<file path="src/lbx_pkg.sv">
// Constants and types for the local bus expander configuration block
//----------------------------------------------------------------------
// Function
//----------------------------------------------------------------------
// Function
// - Timing one holds read/write chip-select and strobe de-assertion times.
// - Timing two low bytes hold write-data drive start 0 and end F.
// - Timing two bits 15:8 hold read sample start 4 and end 0.
// - Window-size field resets to 4; 4 gives 32 bytes, 6 gives 128.
// - Lower chip-select decode resets to 1; 5 decodes from address bit 5.
// - One timing-two bit, reset 0, enables the buffered local-bus clock.
// - One expander: address 4:3 channel, 2:0 register, first select always.
// - Four expanders: address 6:5 picks expander and its chip-select line.
// - Config register bits 1:0 and 31 report the three mode straps.
// - Misc register bits 26, 27, 28 report read-only mode status; 25 reserved.
// - Misc register bits 29, 30, 31 are writable clock-run and filter controls.
// - In backward-compatible mode those status and control fields read zero.
// - Straps 000 and 100 both report identical function identifiers.
// - Function one registers stay put; function zero follows window layout.
// - Four channels share clock and depth strap; common config loaded at reset.
package lbx_pkg;
   // Register byte addresses
   localparam logic [7:0]  OFS_LCC   = 8'h00;
   localparam logic [7:0]  OFS_MIC   = 8'h04;
   localparam logic [7:0]  OFS_LT1   = 8'h08;
   localparam logic [7:0]  OFS_LT2   = 8'h0c;
   // Reset values and the misc write mask
   localparam logic [31:0] LT1_RST   = 32'h2130_2030;
   localparam logic [31:0] LT2_RST   = 32'h00c0_04f0;
   localparam logic [31:0] MIC_WMASK = 32'he000_0000;
   // Field positions
   localparam int          LCC_S2    = 31;
   localparam int          MIC_UNQ   = 26;
   localparam int          MIC_MPCI  = 27;
   localparam int          MIC_ENH   = 28;
   localparam int          LT2_WSZ   = 20;
   localparam int          LT2_LCS   = 23;
   localparam int          LT2_CKEN  = 30;
   // Function identifiers, arbitrary values
   localparam logic [15:0] FUNC0_ID  = 16'h1234;
   localparam logic [15:0] FUNC1_ID  = 16'h1235;

   typedef struct packed {
      logic       wr;
      logic [6:0] addr;
      logic [7:0] data;
   } lb_req_t;

   typedef struct packed {
      logic [3:0] cs_as;
      logic [3:0] cs_de;
      logic [3:0] st_as;
      logic [3:0] st_de;
   } lb_tim_t;

   typedef enum logic [1:0] {
      SEQ_IDLE,
      SEQ_RUN,
      SEQ_DONE
   } seq_state_t;
endpackage

</file>
<file path="src/lbx_top.sv">
// Local bus expander configuration: local registers and 8-bit bus sequencer
`timescale 1ns/100ps
module lbx_top (
   input  wire logic                CLK,
   input  wire logic                SYS_RST,
   input  wire logic                STRAP_BIT_ZERO,
   input  wire logic                STRAP_BIT_ONE,
   input  wire logic                STRAP_BIT_TWO,
   input  wire logic                FIFO_DEPTH_STRAP,
   input  wire logic                UNIQUE_WIN_LOADED,
   input  wire logic                MINIPCI_MODE,
   input  wire logic                REG_WR,
   input  wire logic                REG_RD,
   input  wire logic [7:0]          REG_ADDR,
   input  wire logic [31:0]         REG_WDATA,
   output logic      [31:0]         REG_RDATA,
   input  wire logic                REQ_VALID,
   input  wire lbx_pkg::lb_req_t    REQ,
   output logic                     REQ_READY,
   output logic                     REQ_DONE,
   output logic      [7:0]          RD_DATA,
   output logic                     LOCAL_CLK,
   output logic      [3:0]          LOCAL_CHIP_SELECT_N,
   output logic                     LOCAL_RD_N,
   output logic                     LOCAL_WR_N,
   output logic      [6:0]          LOCAL_ADDR,
   output logic      [7:0]          LOCAL_DATA_O,
   output logic                     LOCAL_DATA_OE_N,
   input  wire logic [7:0]          LOCAL_DATA_I,
   output logic                     LOCAL_TRANS_EN,
   output logic                     F0_REGS_UNIQUE,
   output logic                     UART_CFG_LOAD,
   output logic                     UART_FIFO_DEEP,
   output logic      [15:0]         FUNC0_IDENT,
   output logic      [15:0]         FUNC1_IDENT
);

   //----------------------------------------------------------------------
   // Strap capture
   //----------------------------------------------------------------------
   // Straps are caught on the first edge after release, never by the reset itself
   logic [2:0]  strap_q;
   logic        strap_done_q;
   logic        fifo_deep_q;
   logic        cfg_sent_q;
   logic        enh;

   always_ff @(posedge CLK or posedge SYS_RST) begin
      if (SYS_RST) begin
         strap_q      <= 3'h0;
         strap_done_q <= 1'b0;
         fifo_deep_q  <= 1'b0;
      end else if (!strap_done_q) begin
         strap_q      <= {STRAP_BIT_TWO, STRAP_BIT_ONE, STRAP_BIT_ZERO};
         fifo_deep_q  <= FIFO_DEPTH_STRAP;
         strap_done_q <= 1'b1;
      end
   end

   // Straps 000 and 100 differ only in the enhanced bit
   assign enh = strap_q[2];

   // One common configuration pulse for all four channels
   always_ff @(posedge CLK or posedge SYS_RST) begin
      if (SYS_RST) begin
         UART_CFG_LOAD  <= 1'b0;
         cfg_sent_q     <= 1'b0;
         UART_FIFO_DEEP <= 1'b0;
         FUNC0_IDENT    <= 16'h0000;
         FUNC1_IDENT    <= 16'h0000;
         F0_REGS_UNIQUE <= 1'b0;
      end else begin
         // Pulse one cycle after capture, so the depth strap already stands beside it
         UART_CFG_LOAD  <= strap_done_q & !cfg_sent_q;
         cfg_sent_q     <= strap_done_q;
         UART_FIFO_DEEP <= fifo_deep_q;
         FUNC0_IDENT    <= lbx_pkg::FUNC0_ID;
         FUNC1_IDENT    <= lbx_pkg::FUNC1_ID;
         F0_REGS_UNIQUE <= enh & UNIQUE_WIN_LOADED;
      end
   end

   //----------------------------------------------------------------------
   // Local registers
   //----------------------------------------------------------------------
   logic [31:0] lt1_q;
   logic [31:0] lt2_q;
   logic [31:0] mic_ctl_q;
   logic [31:0] mic_rd;
   logic [31:0] lcc_rd;

   always_ff @(posedge CLK or posedge SYS_RST) begin
      if (SYS_RST) begin
         lt1_q     <= lbx_pkg::LT1_RST;
         lt2_q     <= lbx_pkg::LT2_RST;
         mic_ctl_q <= 32'h0000_0000;
      end else if (REG_WR) begin
         case (REG_ADDR)
            lbx_pkg::OFS_LT1: begin
               lt1_q <= REG_WDATA;
            end
            lbx_pkg::OFS_LT2: begin
               lt2_q <= REG_WDATA;
            end
            lbx_pkg::OFS_MIC: begin
               // Backward-compatible parts ignore the write entirely
               if (enh) begin
                  mic_ctl_q <= REG_WDATA & lbx_pkg::MIC_WMASK;
               end
            end
            default: begin
            end
         endcase
      end
   end

   always_comb begin
      lcc_rd = 32'h0000_0000;
      lcc_rd[1:0] = strap_q[1:0];
      lcc_rd[lbx_pkg::LCC_S2] = strap_q[2];
      mic_rd = 32'h0000_0000;
      if (enh) begin
         mic_rd = mic_ctl_q;
         mic_rd[lbx_pkg::MIC_UNQ]  = UNIQUE_WIN_LOADED;
         mic_rd[lbx_pkg::MIC_MPCI] = MINIPCI_MODE;
         mic_rd[lbx_pkg::MIC_ENH]  = 1'b1;
      end
   end

   // Read data is registered; unmapped addresses return zero
   always_ff @(posedge CLK or posedge SYS_RST) begin
      if (SYS_RST) begin
         REG_RDATA <= 32'h0000_0000;
      end else if (REG_RD) begin
         case (REG_ADDR)
            lbx_pkg::OFS_LCC: REG_RDATA <= lcc_rd;
            lbx_pkg::OFS_MIC: REG_RDATA <= mic_rd;
            lbx_pkg::OFS_LT1: REG_RDATA <= lt1_q;
            lbx_pkg::OFS_LT2: REG_RDATA <= lt2_q;
            default:          REG_RDATA <= 32'h0000_0000;
         endcase
      end
   end

   //----------------------------------------------------------------------
   // Local bus clock
   //----------------------------------------------------------------------
   // Local bus runs at half the core rate; tick marks each local-bus cycle
   logic phase_q;
   logic tick;

   always_ff @(posedge CLK or posedge SYS_RST) begin
      if (SYS_RST) begin
         phase_q   <= 1'b0;
         LOCAL_CLK <= 1'b0;
      end else begin
         phase_q   <= !phase_q;
         LOCAL_CLK <= lt2_q[lbx_pkg::LT2_CKEN] & !phase_q;
      end
   end

   assign tick = phase_q;

   //----------------------------------------------------------------------
   // Transaction sequencer
   //----------------------------------------------------------------------
   lbx_pkg::seq_state_t state_q;
   lbx_pkg::lb_req_t    req_q;
   logic [3:0]          cnt_q;
   lbx_pkg::lb_tim_t    tim;
   logic [3:0]          end_cnt;
   logic [3:0]          wd_as;
   logic [3:0]          wd_de;
   logic [3:0]          rd_as;
   logic [3:0]          rd_de;
   logic [7:0]          win_mask;
   logic [3:0]          lcs;
   logic [1:0]          cs_idx;
   logic                in_win;

   // Reads and writes take their own field set from timing one
   always_comb begin
      if (req_q.wr) begin
         tim = '{cs_as: lt1_q[11:8],  cs_de: lt1_q[15:12],
                 st_as: lt1_q[27:24], st_de: lt1_q[31:28]};
      end else begin
         tim = '{cs_as: lt1_q[3:0],   cs_de: lt1_q[7:4],
                 st_as: lt1_q[19:16], st_de: lt1_q[23:20]};
      end
      end_cnt = (tim.cs_de > tim.st_de) ? tim.cs_de : tim.st_de;
      if (end_cnt == 4'h0) begin
         end_cnt = 4'h1;
      end
   end

   assign wd_as = lt2_q[3:0];
   assign wd_de = lt2_q[7:4];
   assign rd_as = lt2_q[11:8];
   assign rd_de = lt2_q[15:12];
   assign lcs   = lt2_q[lbx_pkg::LT2_LCS +: 4];

   // Window is 2^(size+1) bytes: 4 gives 32, 6 gives 128
   // Size 7 wraps the shift to zero and leaves only address 0 inside the window
   assign win_mask = 8'(8'hff << (lt2_q[lbx_pkg::LT2_WSZ +: 3] + 3'h1));
   assign in_win   = (({1'b0, REQ.addr}) & win_mask) == 8'h00;
   // Chip-select index from the lower decode bit upward; with 5 this is addr[6:5]
   assign cs_idx   = 2'(req_q.addr >> lcs);

   always_ff @(posedge CLK or posedge SYS_RST) begin
      if (SYS_RST) begin
         state_q <= lbx_pkg::SEQ_IDLE;
         req_q   <= '0;
         cnt_q   <= 4'h0;
      end else begin
         case (state_q)
            lbx_pkg::SEQ_IDLE: begin
               // Requests outside the window complete without bus activity
               if (REQ_VALID && tick) begin
                  req_q   <= REQ;
                  cnt_q   <= 4'h0;
                  state_q <= in_win ? lbx_pkg::SEQ_RUN : lbx_pkg::SEQ_DONE;
               end
            end
            lbx_pkg::SEQ_RUN: begin
               if (tick) begin
                  if (cnt_q == end_cnt) begin
                     state_q <= lbx_pkg::SEQ_DONE;
                  end else begin
                     cnt_q <= cnt_q + 4'h1;
                  end
               end
            end
            lbx_pkg::SEQ_DONE: begin
               state_q <= lbx_pkg::SEQ_IDLE;
            end
            default: begin
               state_q <= lbx_pkg::SEQ_IDLE;
            end
         endcase
      end
   end

   // Pin drive follows the count, one core cycle behind it
   logic run;
   logic cs_on;
   logic st_on;
   assign run   = (state_q == lbx_pkg::SEQ_RUN) && (cnt_q < end_cnt);
   // A de-assertion at or below its assertion leaves the pin idle
   assign cs_on = run && (cnt_q >= tim.cs_as) && (cnt_q < tim.cs_de);
   assign st_on = run && (cnt_q >= tim.st_as) && (cnt_q < tim.st_de);

   always_ff @(posedge CLK or posedge SYS_RST) begin
      if (SYS_RST) begin
         LOCAL_CHIP_SELECT_N <= 4'hf;
         LOCAL_RD_N          <= 1'b1;
         LOCAL_WR_N          <= 1'b1;
         LOCAL_ADDR          <= 7'h00;
         LOCAL_DATA_O        <= 8'h00;
         LOCAL_DATA_OE_N     <= 1'b1;
         LOCAL_TRANS_EN      <= 1'b0;
      end else begin
         LOCAL_CHIP_SELECT_N <= cs_on ? ~(4'h1 << cs_idx) : 4'hf;
         LOCAL_RD_N          <= !(st_on && !req_q.wr);
         LOCAL_WR_N          <= !(st_on && req_q.wr);
         LOCAL_ADDR          <= req_q.addr;
         LOCAL_DATA_O        <= req_q.data;
         // Write data is driven between its start and end counts
         LOCAL_DATA_OE_N     <= !(run && req_q.wr && (cnt_q >= wd_as)
                                  && (cnt_q < wd_de));
         // Read end of zero keeps the transceiver open to the end of the cycle
         LOCAL_TRANS_EN      <= run && !req_q.wr
                                && ((rd_de == 4'h0) || (cnt_q < rd_de));
      end
   end

   //----------------------------------------------------------------------
   // Read capture and handshake
   //----------------------------------------------------------------------
   // Sampled as count rd_as begins, while the strobe of the count before still
   // stands on the pins; waiting for the next tick would see a released bus.
   // A start of zero samples before any strobe reaches the pins.
   always_ff @(posedge CLK or posedge SYS_RST) begin
      if (SYS_RST) begin
         RD_DATA <= 8'h00;
      end else if ((state_q == lbx_pkg::SEQ_RUN) && !tick && !req_q.wr
                   && (cnt_q == rd_as)) begin
         RD_DATA <= LOCAL_DATA_I;
      end
   end

   // Ready tells the requester that the sequencer is idle and REQ_VALID is low
   always_ff @(posedge CLK or posedge SYS_RST) begin
      if (SYS_RST) begin
         REQ_DONE  <= 1'b0;
         REQ_READY <= 1'b0;
      end else begin
         REQ_DONE  <= (state_q == lbx_pkg::SEQ_DONE);
         REQ_READY <= (state_q == lbx_pkg::SEQ_IDLE) && !REQ_VALID;
      end
   end

endmodule
</file>
<file path="config.mk">
export PLATFORM = sky130hd
export DESIGN_NAME = lbx_top
export DESIGN_NICKNAME = d
export VERILOG_FILES = /design/src/lbx_pkg.sv /design/src/lbx_top.sv
export SDC_FILE = /design/constraint.sdc
export NUM_CORES = 1
export LEC_CHECK = 0
export ABC_AREA = 1
export ABC_CLOCK_PERIOD_IN_PS = 5250
export BUFFER_PORTS_ARGS = -buffer_cell sky130_fd_sc_hd__buf_2
export CAP_MARGIN = 20
export CORE_AREA = 4 4 164 166
export DETAILED_ROUTE_END_ITERATION = 12
export DIE_AREA = 0 0 168 170
export GPL_ROUTABILITY_DRIVEN = 1
export HOLD_SLACK_MARGIN = 0.12
export MAX_ROUTING_LAYER = met4
export PLACE_DENSITY_LB_ADDON = 0.3
export SLEW_MARGIN = 20
export SYNTH_ARGS = -nofsm -noshare
export SYNTH_HDL_FRONTEND = slang
export SYNTH_SLANG_ARGS = --single-unit
</file>
<file path="constraint.sdc">
create_clock -name CLK -period 5.25 [get_ports CLK]
set_input_delay 1.05 -clock CLK [delete_from_list [all_inputs] [get_ports CLK]]
set_output_delay 1.05 -clock CLK [all_outputs]
set_load 0.02 [all_outputs]
</file>
==> results of run 1 <==
## area by class of cell
type / count / area (sq um)
Tap cell: 335 / 419
Clock inverter: 11 / 125
Sequential cell: 165 / 4160
Fill cell: 2628 / 16000
Multi-Input combinational cell: 627 / 3160
Antenna cell: 3 / 7.51
Inverter: 116 / 439
Timing Repair Buffer: 157 / 826
Clock buffer: 21 / 460
## through the flow
| stage | std cells | util | area, sq um |
|---|---|---|---|
| after floorplan | 971 | - | 8160 |
| after global placement | 1399 | 0.350 | 8970 |
| after detailed placement | 1400 | 0.351 | 8990 |
| after CTS | 1432 | 0.374 | 9580 |
| after global routing | 1435 | 0.374 | 9590 |
| final | 1435 | 0.374 | 9590 |
## cells in the final DEF (no fill, tap or decap), drive strengths merged, types with 2 or more instances in the layout
master / n
xor2: 2
nand2: 296
a21oi: 20
diode: 3
nand3: 52
conb: 22
nor2: 41
clkinv: 6
clkinvlp: 3
o22ai: 25
o21ai: 114
o211ai: 5
bufinv: 2
buf: 157
dfrtp: 144
dfstp: 21
clkbuf: 21
inv: 116
ha: 36
nand4: 6
## worst reg2reg max path, cell delays in order (launching register included)
cell and delay, ns:
dfrtp_1 0.93, inv_1 0.29, nand2_1 0.15, nand2_1 0.08
ha_1 0.20, inv_1 0.05, nand2_1 0.04, nand2_1 0.05
nand2_1 0.04, nand2_1 0.11, nand2_1 0.13, nand2_1 0.10
nand2_1 0.09, ha_1 0.30, a21oi_1 0.17, nand3_1 0.14
nor2_1 0.11, nand2_1 0.05, nor2_1 0.34, nand3_1 0.14
## registers in the layout, summed over array words and instances, names as in the netlist, 2 cells and up
name	cells
LOCAL_ADDR	7
LOCAL_CHIP_SELECT_N	4
LOCAL_DATA_O	8
RD_DATA	8
REG_RDATA	32
cnt_q	4
lt1_q	32
lt2_q	32
mic_ctl_q	3
req_q	16
state_q	2
strap_q	3
## routing by layer
| layer | vias to the layer above | GRT usage | wire length, um |
|---|---|---|---|
| li1 | 3260 | - | - |
| met1 | 3037 | 0.214 | 10400 |
| met2 | 198 | 0.217 | 8910 |
| met3 | 22 | 0.0355 | 1230 |
| met4 | 0 | 0.0356 | 155 |
| met5 | - | - | 0 |
## kinds of logic (layout without fill, tap and decap cells)
family	after synthesis	in the layout	synth area share
AO/OA/AOI/OAI	169	169	0.112
XOR/XNOR	2	2	0.00217
adder cells (fa/ha/maj)	36	36	0.0558
buffers and inverters	179	305	0.104
flip-flops	165	165	0.514
other	2	25	0.000930
AND/OR/NAND/NOR	398	398	0.210
## power groups by stage
stage               combinational, mW  sequential [mW]  clock, mW
CTS                             0.733             1.58       1.27
detailed placement              0.729             1.61          0
finish                          0.726             1.58       1.24
global placement                0.714             1.60          0
global route                    0.826             1.61       1.33
floorplan                       0.482             1.64          0
## how the worst max path moves through the flow
stage	startpoint	end	slack, ns
5_1_grt	req_q[15]$_DFFE_PP0P_	LOCAL_CHIP_SELECT_N[3]$_DFF_PP1_	1.23
4_1_cts	req_q[15]$_DFFE_PP0P_	LOCAL_CHIP_SELECT_N[0]$_DFF_PP1_	1.68
3_5_place_dp	req_q[15]$_DFFE_PP0P_	LOCAL_CHIP_SELECT_N[0]$_DFF_PP1_	1.69
6_report	req_q[15]$_DFFE_PP0P_	LOCAL_CHIP_SELECT_N[0]$_DFF_PP1_	1.64
3_3_place_gp	REG_ADDR[5]	lt2_q[9]$_DFFE_PP0P_	1.72
2_1_floorplan	SYS_RST	F0_REGS_UNIQUE$_DFF_PP0_	2.12
==> impl_metrics.tcl, run 1 <==
set metrics [dict create \
    pre_cts_slack_ns 1.69 \
    synth_area_leaders "dfrtp_1, nand2_1, dfstp_2" \
    grt-ovfl-total 0 \
    clock_sinks 165 \
    drt_iter0_drc 525 \
    hold_path.class "flop to flop" \
    timing.fmax_mhz 277 \
    cp_num_cells 19 \
    nets 1195 \
    routed_wl_mm 20.7 \
    vias 6517 \
    hold-worst-slack_ns 0.376 \
    critical_path.endpoint_type "flop" \
    ios 176 \
    first_global_vias 6211 \
    required_ns 5.58 \
    r2r-end "LOCAL_CHIP_SELECT_N[0]$_DFF_PP1_" \
    whs_endpoint "LOCAL_DATA_O[4]$_DFF_PP0_" \
    first_pass_iters 5 \
    p_total_mw 3.55 \
    start_util 0.315 \
    synthCells 951 \
    area_growth_pct 18.7 \
    port_buffers 154 \
    rsz0062_at_grt "false" \
    path_buf_inv 2 \
    crit_top_cell "nand2_1" \
    cts_tree "done" \
    postLayoutSetupSlackWorst_ns 1.64 \
    timing.rr.start "req_q[15]$_DFFE_PP0P_" \
    antenna_left 0 \
    hold_start "req_q[4]$_DFFE_PP0P_" \
    syn_area_sq_mm 0.00808 \
    clock_power_share 0.350 \
    critPathMaxStageDelay_ns 0.93 \
    synth_top_area_frac 0.446 \
    cp.arrival_ns 3.94 \
    intPower_mw 2.42 \
    setup_tns_ns 0 \
    yosysMostFrequentCell "nand2_1" \
    pwr_density_cell_mw_per_mm2 370 \
    ff2ff_setup_slack_ns 1.64 \
    synth-edff-count 0 \
    h-tree-depth 4 \
    track_usage 0.150 \
    holdPathStages 0 \
    startpoint_type "flop" \
    pwr-share-comb 0.205 \
    place_congestion 0.861 \
    finalSetupViolCount 0 \
    drive_gt1_frac 0.213 \
    avgRoutedWirePerCell_um 14.4 \
    die_x_um 168 \
    cts_made_buffers 17 \
    finClkSkew_ns 0.0106 \
    clk_latency_ns 0.43 \
    drv_cap 0 \
    outcome "finished clean" \
    yosys_most_used_dff "dfrtp_1" \
    switching_share 0.319 \
    die_h_um 170 \
    crit_chain "inv_1 -> nand2_1 -> nand2_1 -> ha_1 -> inv_1 -> nand2_1 -> nand2_1 -> nand2_1 -> nand2_1 -> nand2_1 -> nand2_1 -> nand2_1 -> ha_1 -> a21oi_1 -> nand3_1 -> nor2_1 -> nand2_1 -> nor2_1 -> nand3_1" \
    dp_hpwl_mm 15.0 \
    grt_pass1_wl_mm 33.5 \
    hold_buffers 0 \
    design.die.area_sq_mm 0.0286 \
    period_minus_slack_ns 3.61 \
    grt_max_degree 129 \
    antenna_found_initial 3 \
    post_cts_resized 0 \
    crit_type "flop to flop" \
    path_max_fanout 33 \
    finalCritPeriodShare 0.687 \
    synth_warnings 0 \
    clockBufferDepth 2 \
    async_flop_share 1.00 \
    clk_pin_slew_ns 0.07 \
    slew_headroom 0.402 \
    tightest_slew_ns 0.897 \
    leakage_nw 5.12 \
    core.rowCount 59 \
    synthTopCellsByCount "nand2_1, dfrtp_1, inv_1, o21ai_0, nand3_1" \
    slowest_stage "dfrtp_1" \
    syn_area_per_cell_sq_um 8.49 \
    drcViolationCount 0 \
    worst_r2r_path_depth 19 \
    hold_viol_final 0 \
    drv_slew 0 \
    core-area_sq_mm 0.0256 \
    synth.distinct_cells 38 \
    ys_ff_latch 165 \
    yosys.area.top_type "dfrtp_1" \
    cts_setup_buffers 0 \
    vias_per_cell 4.54 \
    yosysSeqAreaShare 0.514 \
    irDropWorstVdd_mv 0.229 \
    power_frac_seq 0.445 \
    p_switching_mw 1.13 \
    cts_root_buf "clkbuf_16" \
    path_delay_family "simple AND/OR/NAND/NOR gates" \
]
(Power assumes the default switching activity.)
==> inputs of run 2 (changes only) <==
--- a/config.mk
+++ b/config.mk
@@ -6,7 +6,7 @@
 export NUM_CORES = 1
 export LEC_CHECK = 0
 export ABC_AREA = 1
-export ABC_CLOCK_PERIOD_IN_PS = 5250
+export ABC_CLOCK_PERIOD_IN_PS = 3800
 export BUFFER_PORTS_ARGS = -buffer_cell sky130_fd_sc_hd__buf_2
 export CAP_MARGIN = 20
 export CORE_AREA = 4 4 164 166
==> constraint.sdc (replaced) <==
create_clock -name CLK -period 3.8 [get_ports CLK]
set_input_delay 0.76 -clock CLK [delete_from_list [all_inputs] [get_ports CLK]]
set_output_delay 0.76 -clock CLK [all_outputs]
set_load 0.02 [all_outputs]
==> run 2 against run 1 <==
Against the previous run: clock skew barely moved; setup slack got worse by 1.1 ns; sequential share of layout area fell by 0.17 points; critical path type unchanged; largest cell class unchanged.
==> impl_metrics.tcl, run 2 (synthesis results as in run 1) <==
set metrics [dict create \
    intPower_mw 3.32 \
    irDropWorstVdd_mv 0.363 \
    power_frac_seq 0.442 \
    critical_path.endpoint_type "flop" \
    crit_type "flop to flop" \
    clk_latency_ns 0.43 \
    slew_headroom 0.475 \
    clk_pin_slew_ns 0.07 \
    pre_cts_slack_ns 0.445 \
    pwr-share-comb 0.209 \
    core-area_sq_mm 0.0256 \
    slowest_stage "dfrtp_2" \
    path_max_fanout 26 \
    outcome "finished clean" \
    routed_wl_mm 21.3 \
    nFillCells 2630 \
    drv_cap 0 \
    nets 1201 \
    p_switching_mw 1.61 \
    path_buf_inv 2 \
    h-tree-depth 4 \
    area_growth_pct 19.2 \
    cp.arrival_ns 3.55 \
    finClkSkew_ns 0.0110 \
    final_core_util 0.376 \
    cts_root_buf "clkbuf_16" \
    final_common_cell "nand2_1" \
    die_x_um 168 \
    ios 176 \
    crit_top_cell "nand2_1" \
    drcViolationCount 0 \
    crit_chain "o21ai_0 -> inv_1 -> ha_1 -> nand2_1 -> nand2_1 -> nand2_1 -> nand2_1 -> nand2_1 -> nand2_1 -> nand2_1 -> nand3_1 -> nand2_1 -> ha_1 -> inv_1 -> nand2_1 -> nand2_1 -> nand2_1 -> nand3_1 -> nor2_1 -> nand2_1 -> nor2_1 -> nand3_1" \
    period_minus_slack_ns 3.22 \
    hold_path.class "flop to flop" \
    pwr_density_cell_mw_per_mm2 511 \
    critPathMaxStageDelay_ns 0.56 \
    cts_made_buffers 17 \
    design.die.area_sq_mm 0.0286 \
    grt_max_degree 58 \
    first_global_vias 6334 \
    tightest_slew_ns 0.786 \
    clock_power_share 0.349 \
    vias_per_cell 4.48 \
    place_congestion 0.824 \
    path_delay_family "simple AND/OR/NAND/NOR gates" \
    postLayoutSetupSlackWorst_ns 0.584 \
    core.rowCount 59 \
    antenna_left 0 \
    switching_share 0.326 \
    dp_hpwl_mm 15.6 \
    track_usage 0.157 \
    drv_slew 0 \
    leakage_nw 5.15 \
    port_buffers 154 \
    finalCritPeriodShare 0.846 \
    start_util 0.315 \
    startpoint_type "flop" \
    required_ns 4.13 \
    cts_tree "done" \
    drive_gt1_frac 0.218 \
    grt_pass1_wl_mm 34.6 \
    timing.fmax_mhz 311 \
    finalSetupViolCount 0 \
    grt-ovfl-total 0 \
    setup_tns_ns 0 \
    vias 6453 \
    rsz0062_at_grt "false" \
    hold_viol_final 0 \
    die_h_um 170 \
    avgRoutedWirePerCell_um 14.8 \
    clock_sinks 165 \
    drt_iter0_drc 477 \
    clockBufferDepth 2 \
    first_pass_iters 5 \
    hold_buffers 0 \
    largestRegisters "REG_RDATA: 32 flops, lt1_q: 32 flops, lt2_q: 32 flops" \
    antenna_found_initial 1 \
    layout_common_cells "nand2_1, buf_2, dfrtp_1" \
]
[run 2: through the flow]
| step | instance area [sq um] | hold WS, ns | total power, mW | std cells |
|---|---|---|---|---|
| finish | 9630 | 0.377 | 4.92 | 1439 |
| global route | 9630 | 0.385 | 5.24 | 1439 |
| CTS | 9630 | 0.377 | 4.98 | 1438 |
| detailed placement | 9040 | 0.361 | 3.24 | 1406 |
| global placement | 9040 | 0.358 | 3.22 | 1406 |
| floorplan | 8160 | 0.354 | 2.94 | 971 |
[run 2: routing by layer]
metal  GRT usage  vias to the layer above  wire length [um]
met1       0.223                     2980             10700
met3      0.0376                       14              1250
met2       0.230                      186              9240
met4      0.0332                        0               161
li1            -                     3273                 -
met5           -                        -                 0
[run 2: final cells by class]
cell class / instances / area [sq um] / share of cell area
tap: 335 / 419 / 0.0435
clock inverter: 14 / 151 / 0.0157
sequential: 165 / 4160 / 0.432
multi-input combinational: 627 / 3160 / 0.328
clock buffer: 18 / 429 / 0.0446
inverter: 116 / 439 / 0.0456
timing repair buffer: 163 / 876 / 0.0910
antenna: 1 / 2.50 / 0.000260
[run 2: timing repair]
| action | 4_1_cts | 5_1_grt |
|---|---|---|
| gates resized for setup | 0 | 1 |
| buffers inserted | 0 | 0 |
| endpoints found under the setup margin | 0 | 3 |
[run 2: power by group through the flow]
stage	clock, mW	combinational, mW	sequential [mW]
6_report	1.72	1.03	2.18
5_1_grt	1.84	1.18	2.21
4_1_cts	1.76	1.04	2.17
3_5_place_dp	0	1.04	2.21
3_3_place_gp	0	1.02	2.20
2_1_floorplan	0	0.666	2.27
[run 2: path summary, 6_finish.rpt]
kind                                             from  cells after the start                                to  slack [ns]
worst max-delay path            req_q[15]$_DFFE_PP0P_                     22  LOCAL_CHIP_SELECT_N[3]$_DFF_PP1_        0.58
worst min-delay path             req_q[5]$_DFFE_PP0P_                      0         LOCAL_DATA_O[5]$_DFF_PP0_        0.38
worst max register to register  req_q[15]$_DFFE_PP0P_                     22  LOCAL_CHIP_SELECT_N[3]$_DFF_PP1_        0.58
worst min register to register   req_q[5]$_DFFE_PP0P_                      0         LOCAL_DATA_O[5]$_DFF_PP0_        0.38
max in group asynchronous                     SYS_RST                      3         LOCAL_DATA_OE_N$_DFF_PP1_        2.52
min in group asynchronous                     SYS_RST                      2            RD_DATA[0]$_DFFE_PP0P_        0.47
==> inputs of run 3 (changes only) <==
--- a/config.mk
+++ b/config.mk
@@ -6,7 +6,7 @@
 export NUM_CORES = 1
 export LEC_CHECK = 0
 export ABC_AREA = 1
-export ABC_CLOCK_PERIOD_IN_PS = 3800
+export ABC_CLOCK_PERIOD_IN_PS = 3260
 export BUFFER_PORTS_ARGS = -buffer_cell sky130_fd_sc_hd__buf_2
 export CAP_MARGIN = 20
 export CORE_AREA = 4 4 164 166
==> constraint.sdc (replaced) <==
create_clock -name CLK -period 3.26 [get_ports CLK]
set_input_delay 0.652 -clock CLK [delete_from_list [all_inputs] [get_ports CLK]]
set_output_delay 0.652 -clock CLK [all_outputs]
set_load 0.02 [all_outputs]
==> run 3 against run 2 <==
Against the previous run: utilization rose by 0.79 points; clock skew fell by 0.0021 ns; clock power rose by 28%; power rose by 23%; final area rose by 2.1%; register-to-register slack got worse by 0.29 ns; maximum frequency rose by 8.5%; critical path type unchanged; highest routed layer unchanged.
==> impl_metrics.tcl, run 3 (synthesis results as in run 1) <==
set metrics [dict create \
    cp.arrival_ns 3.27 \
    finalCritPeriodShare 0.909 \
    place_congestion 0.846 \
    place_area_sq_mm 0.00911 \
    critical_path.endpoint_type "flop" \
    core.rowCount 59 \
    vias_per_cell 4.54 \
    worst_r2r_path_depth 22 \
    die_x_um 168 \
    path_max_fanout 7 \
    track_usage 0.156 \
    first_global_vias 6467 \
    antenna_left 0 \
    r2r-end "cnt_q[2]$_DFFE_PP0P_" \
    intPower_mw 4.18 \
    ff2ff_setup_slack_ns 0.30 \
    drv_slew 0 \
    die_h_um 170 \
    leakage_nw 5.26 \
    h-tree-depth 4 \
    period_minus_slack_ns 2.96 \
    avgRoutedWirePerCell_um 14.8 \
    hold-worst-slack_ns 0.373 \
    nets 1215 \
    finalSetupViolCount 0 \
    setup_tns_ns 0 \
    clockBufferDepth 2 \
    antenna_found_initial 2 \
    area_growth_pct 21.7 \
    drt_iter0_drc 445 \
    grt-ovfl-total 0 \
    pre_cts_slack_ns 0.0689 \
    required_ns 3.57 \
    crit_type "flop to flop" \
    pwr-share-comb 0.221 \
    finClkSkew_ns 0.00883 \
    clock_sinks 165 \
    startpoint_type "flop" \
    port_buffers 154 \
    drcViolationCount 0 \
    cts_root_buf "clkbuf_16" \
    drv_cap 0 \
    drive_gt1_frac 0.232 \
    nFillCells 2608 \
    timing.rr.start "req_q[15]$_DFFE_PP0P_" \
    vias 6606 \
    hold_path.class "input pin to asynchronous set/reset pin" \
    routed_wl_mm 21.5 \
    use_met2 0.230 \
    irDropWorstVdd_mv 0.330 \
    grt_pass1_wl_mm 34.5 \
    dp_hpwl_mm 15.9 \
    largestRegisters "REG_RDATA: 32 flops, lt1_q: 32 flops, lt2_q: 32 flops" \
    first_pass_iters 5 \
    clk_latency_ns 0.43 \
    timing.fmax_mhz 337 \
    tightest_slew_ns 0.829 \
    power_frac_seq 0.414 \
    hold_viol_final 0 \
    ios 176 \
    p_total_mw 6.06 \
    cp-startpoint "req_q[15]$_DFFE_PP0P_" \
    final_common_cell "nand2_1" \
    use_met3 0.0290 \
    postLayoutSetupSlackWorst_ns 0.296 \
    layout_common_cells "nand2_1, buf_2, dfrtp_1" \
    switching_share 0.310 \
    clock_power_share 0.365 \
    slew_headroom 0.446 \
    design.die.area_sq_mm 0.0286 \
    grt_max_degree 52 \
    core-area_sq_mm 0.0256 \
    pwr_density_cell_mw_per_mm2 616 \
    stdcell_area_sq_mm 0.00983 \
    busiest_layer "met2" \
    outcome "finished clean" \
    start_util 0.315 \
    p_switching_mw 1.87 \
    met1_usage 0.217 \
    clk_pin_slew_ns 0.06 \
    cts_made_buffers 17 \
    cts_tree "done" \
]
==> run 3: cell types whose count changed in the layout (fill, tap and decap cells not counted), sizes merged, moves of 2 or more <==
cell / previous run / this run
buf: 163 / 176
clkbuf: 18 / 22
clkinv: 5 / 1
bufinv: 2 / 4
clkinvlp: 5 / 3
==> run 3: power groups by stage <==
stage,clock network [mW],logic (mW),registers [mW]
global route,2.34,1.51,2.55
CTS,2.26,1.29,2.52
floorplan,0,0.776,2.65
detailed placement,0,1.28,2.55
global placement,0,1.24,2.54
finish,2.21,1.34,2.51
==> run 3: layout make-up <==
cell class | count | area (sq um) | share of cell area
Clock buffer | 22 | 484 | 0.0492
Timing Repair Buffer | 177 | 986 | 0.100
Clock inverter | 10 | 166 | 0.0169
Tap cell | 335 | 419 | 0.0426
Sequential cell | 165 | 4160 | 0.423
Inverter | 116 | 439 | 0.0447
Antenna cell | 2 | 5.00 | 0.000509
Multi-Input combinational cell | 627 | 3180 | 0.323
==> run 3: worst max-delay path by stage <==
stage                                       end  slack (ns)  cells past startpoint
2_1_floorplan          F0_REGS_UNIQUE$_DFF_PP0_        0.53                      1
3_3_place_gp   LOCAL_CHIP_SELECT_N[1]$_DFF_PP1_        0.21                     22
3_5_place_dp   LOCAL_CHIP_SELECT_N[1]$_DFF_PP1_        0.07                     22
4_1_cts        LOCAL_CHIP_SELECT_N[1]$_DFF_PP1_        0.06                     22
5_1_grt                    cnt_q[2]$_DFFE_PP0P_       -0.01                     22
6_report                   cnt_q[2]$_DFFE_PP0P_        0.30                     22
==> run 3: worst max-delay path: stages, from the launching register on <==
cell and delay [ns]:
dfrtp_2 0.44, dlymetal6s2s_1 0.22, o21ai_2 0.22, inv_1 0.07, ha_1 0.31, nand2_1 0.06
inv_1 0.06, nand2_1 0.05, nand2_1 0.12, nand2_2 0.09, nand2_1 0.06, nand2_1 0.07
nand3_1 0.08, nand2_1 0.05, ha_1 0.27, nand2_1 0.08, nor2_2 0.05, nand2_1 0.07
nand2_2 0.07, nor2_4 0.18, nand3_1 0.09, nand2_1 0.09, nor2_1 0.05
==> run 3: through the flow <==
step                      std cells   util
after CTS                      1447  0.381
final                          1454  0.384
after detailed placement       1415  0.356
after floorplan                 971      -
after global placement         1415  0.356
after global routing           1454  0.384
==> run 3: what timing repair did <==
| action | CTS | global route |
|---|---|---|
| gates resized for setup | 0 | 9 |
| hold buffers | 0 | 0 |
| setup buffers | 0 | 5 |
| endpoints found under the setup margin | 0 | 13 |
==> run 3: layer usage <==
metal  part of all wire  wire (um)
met3              0.054       1160
met1               0.49      10600
met4              0.020        437
met5                  0          0
met2               0.43       9290
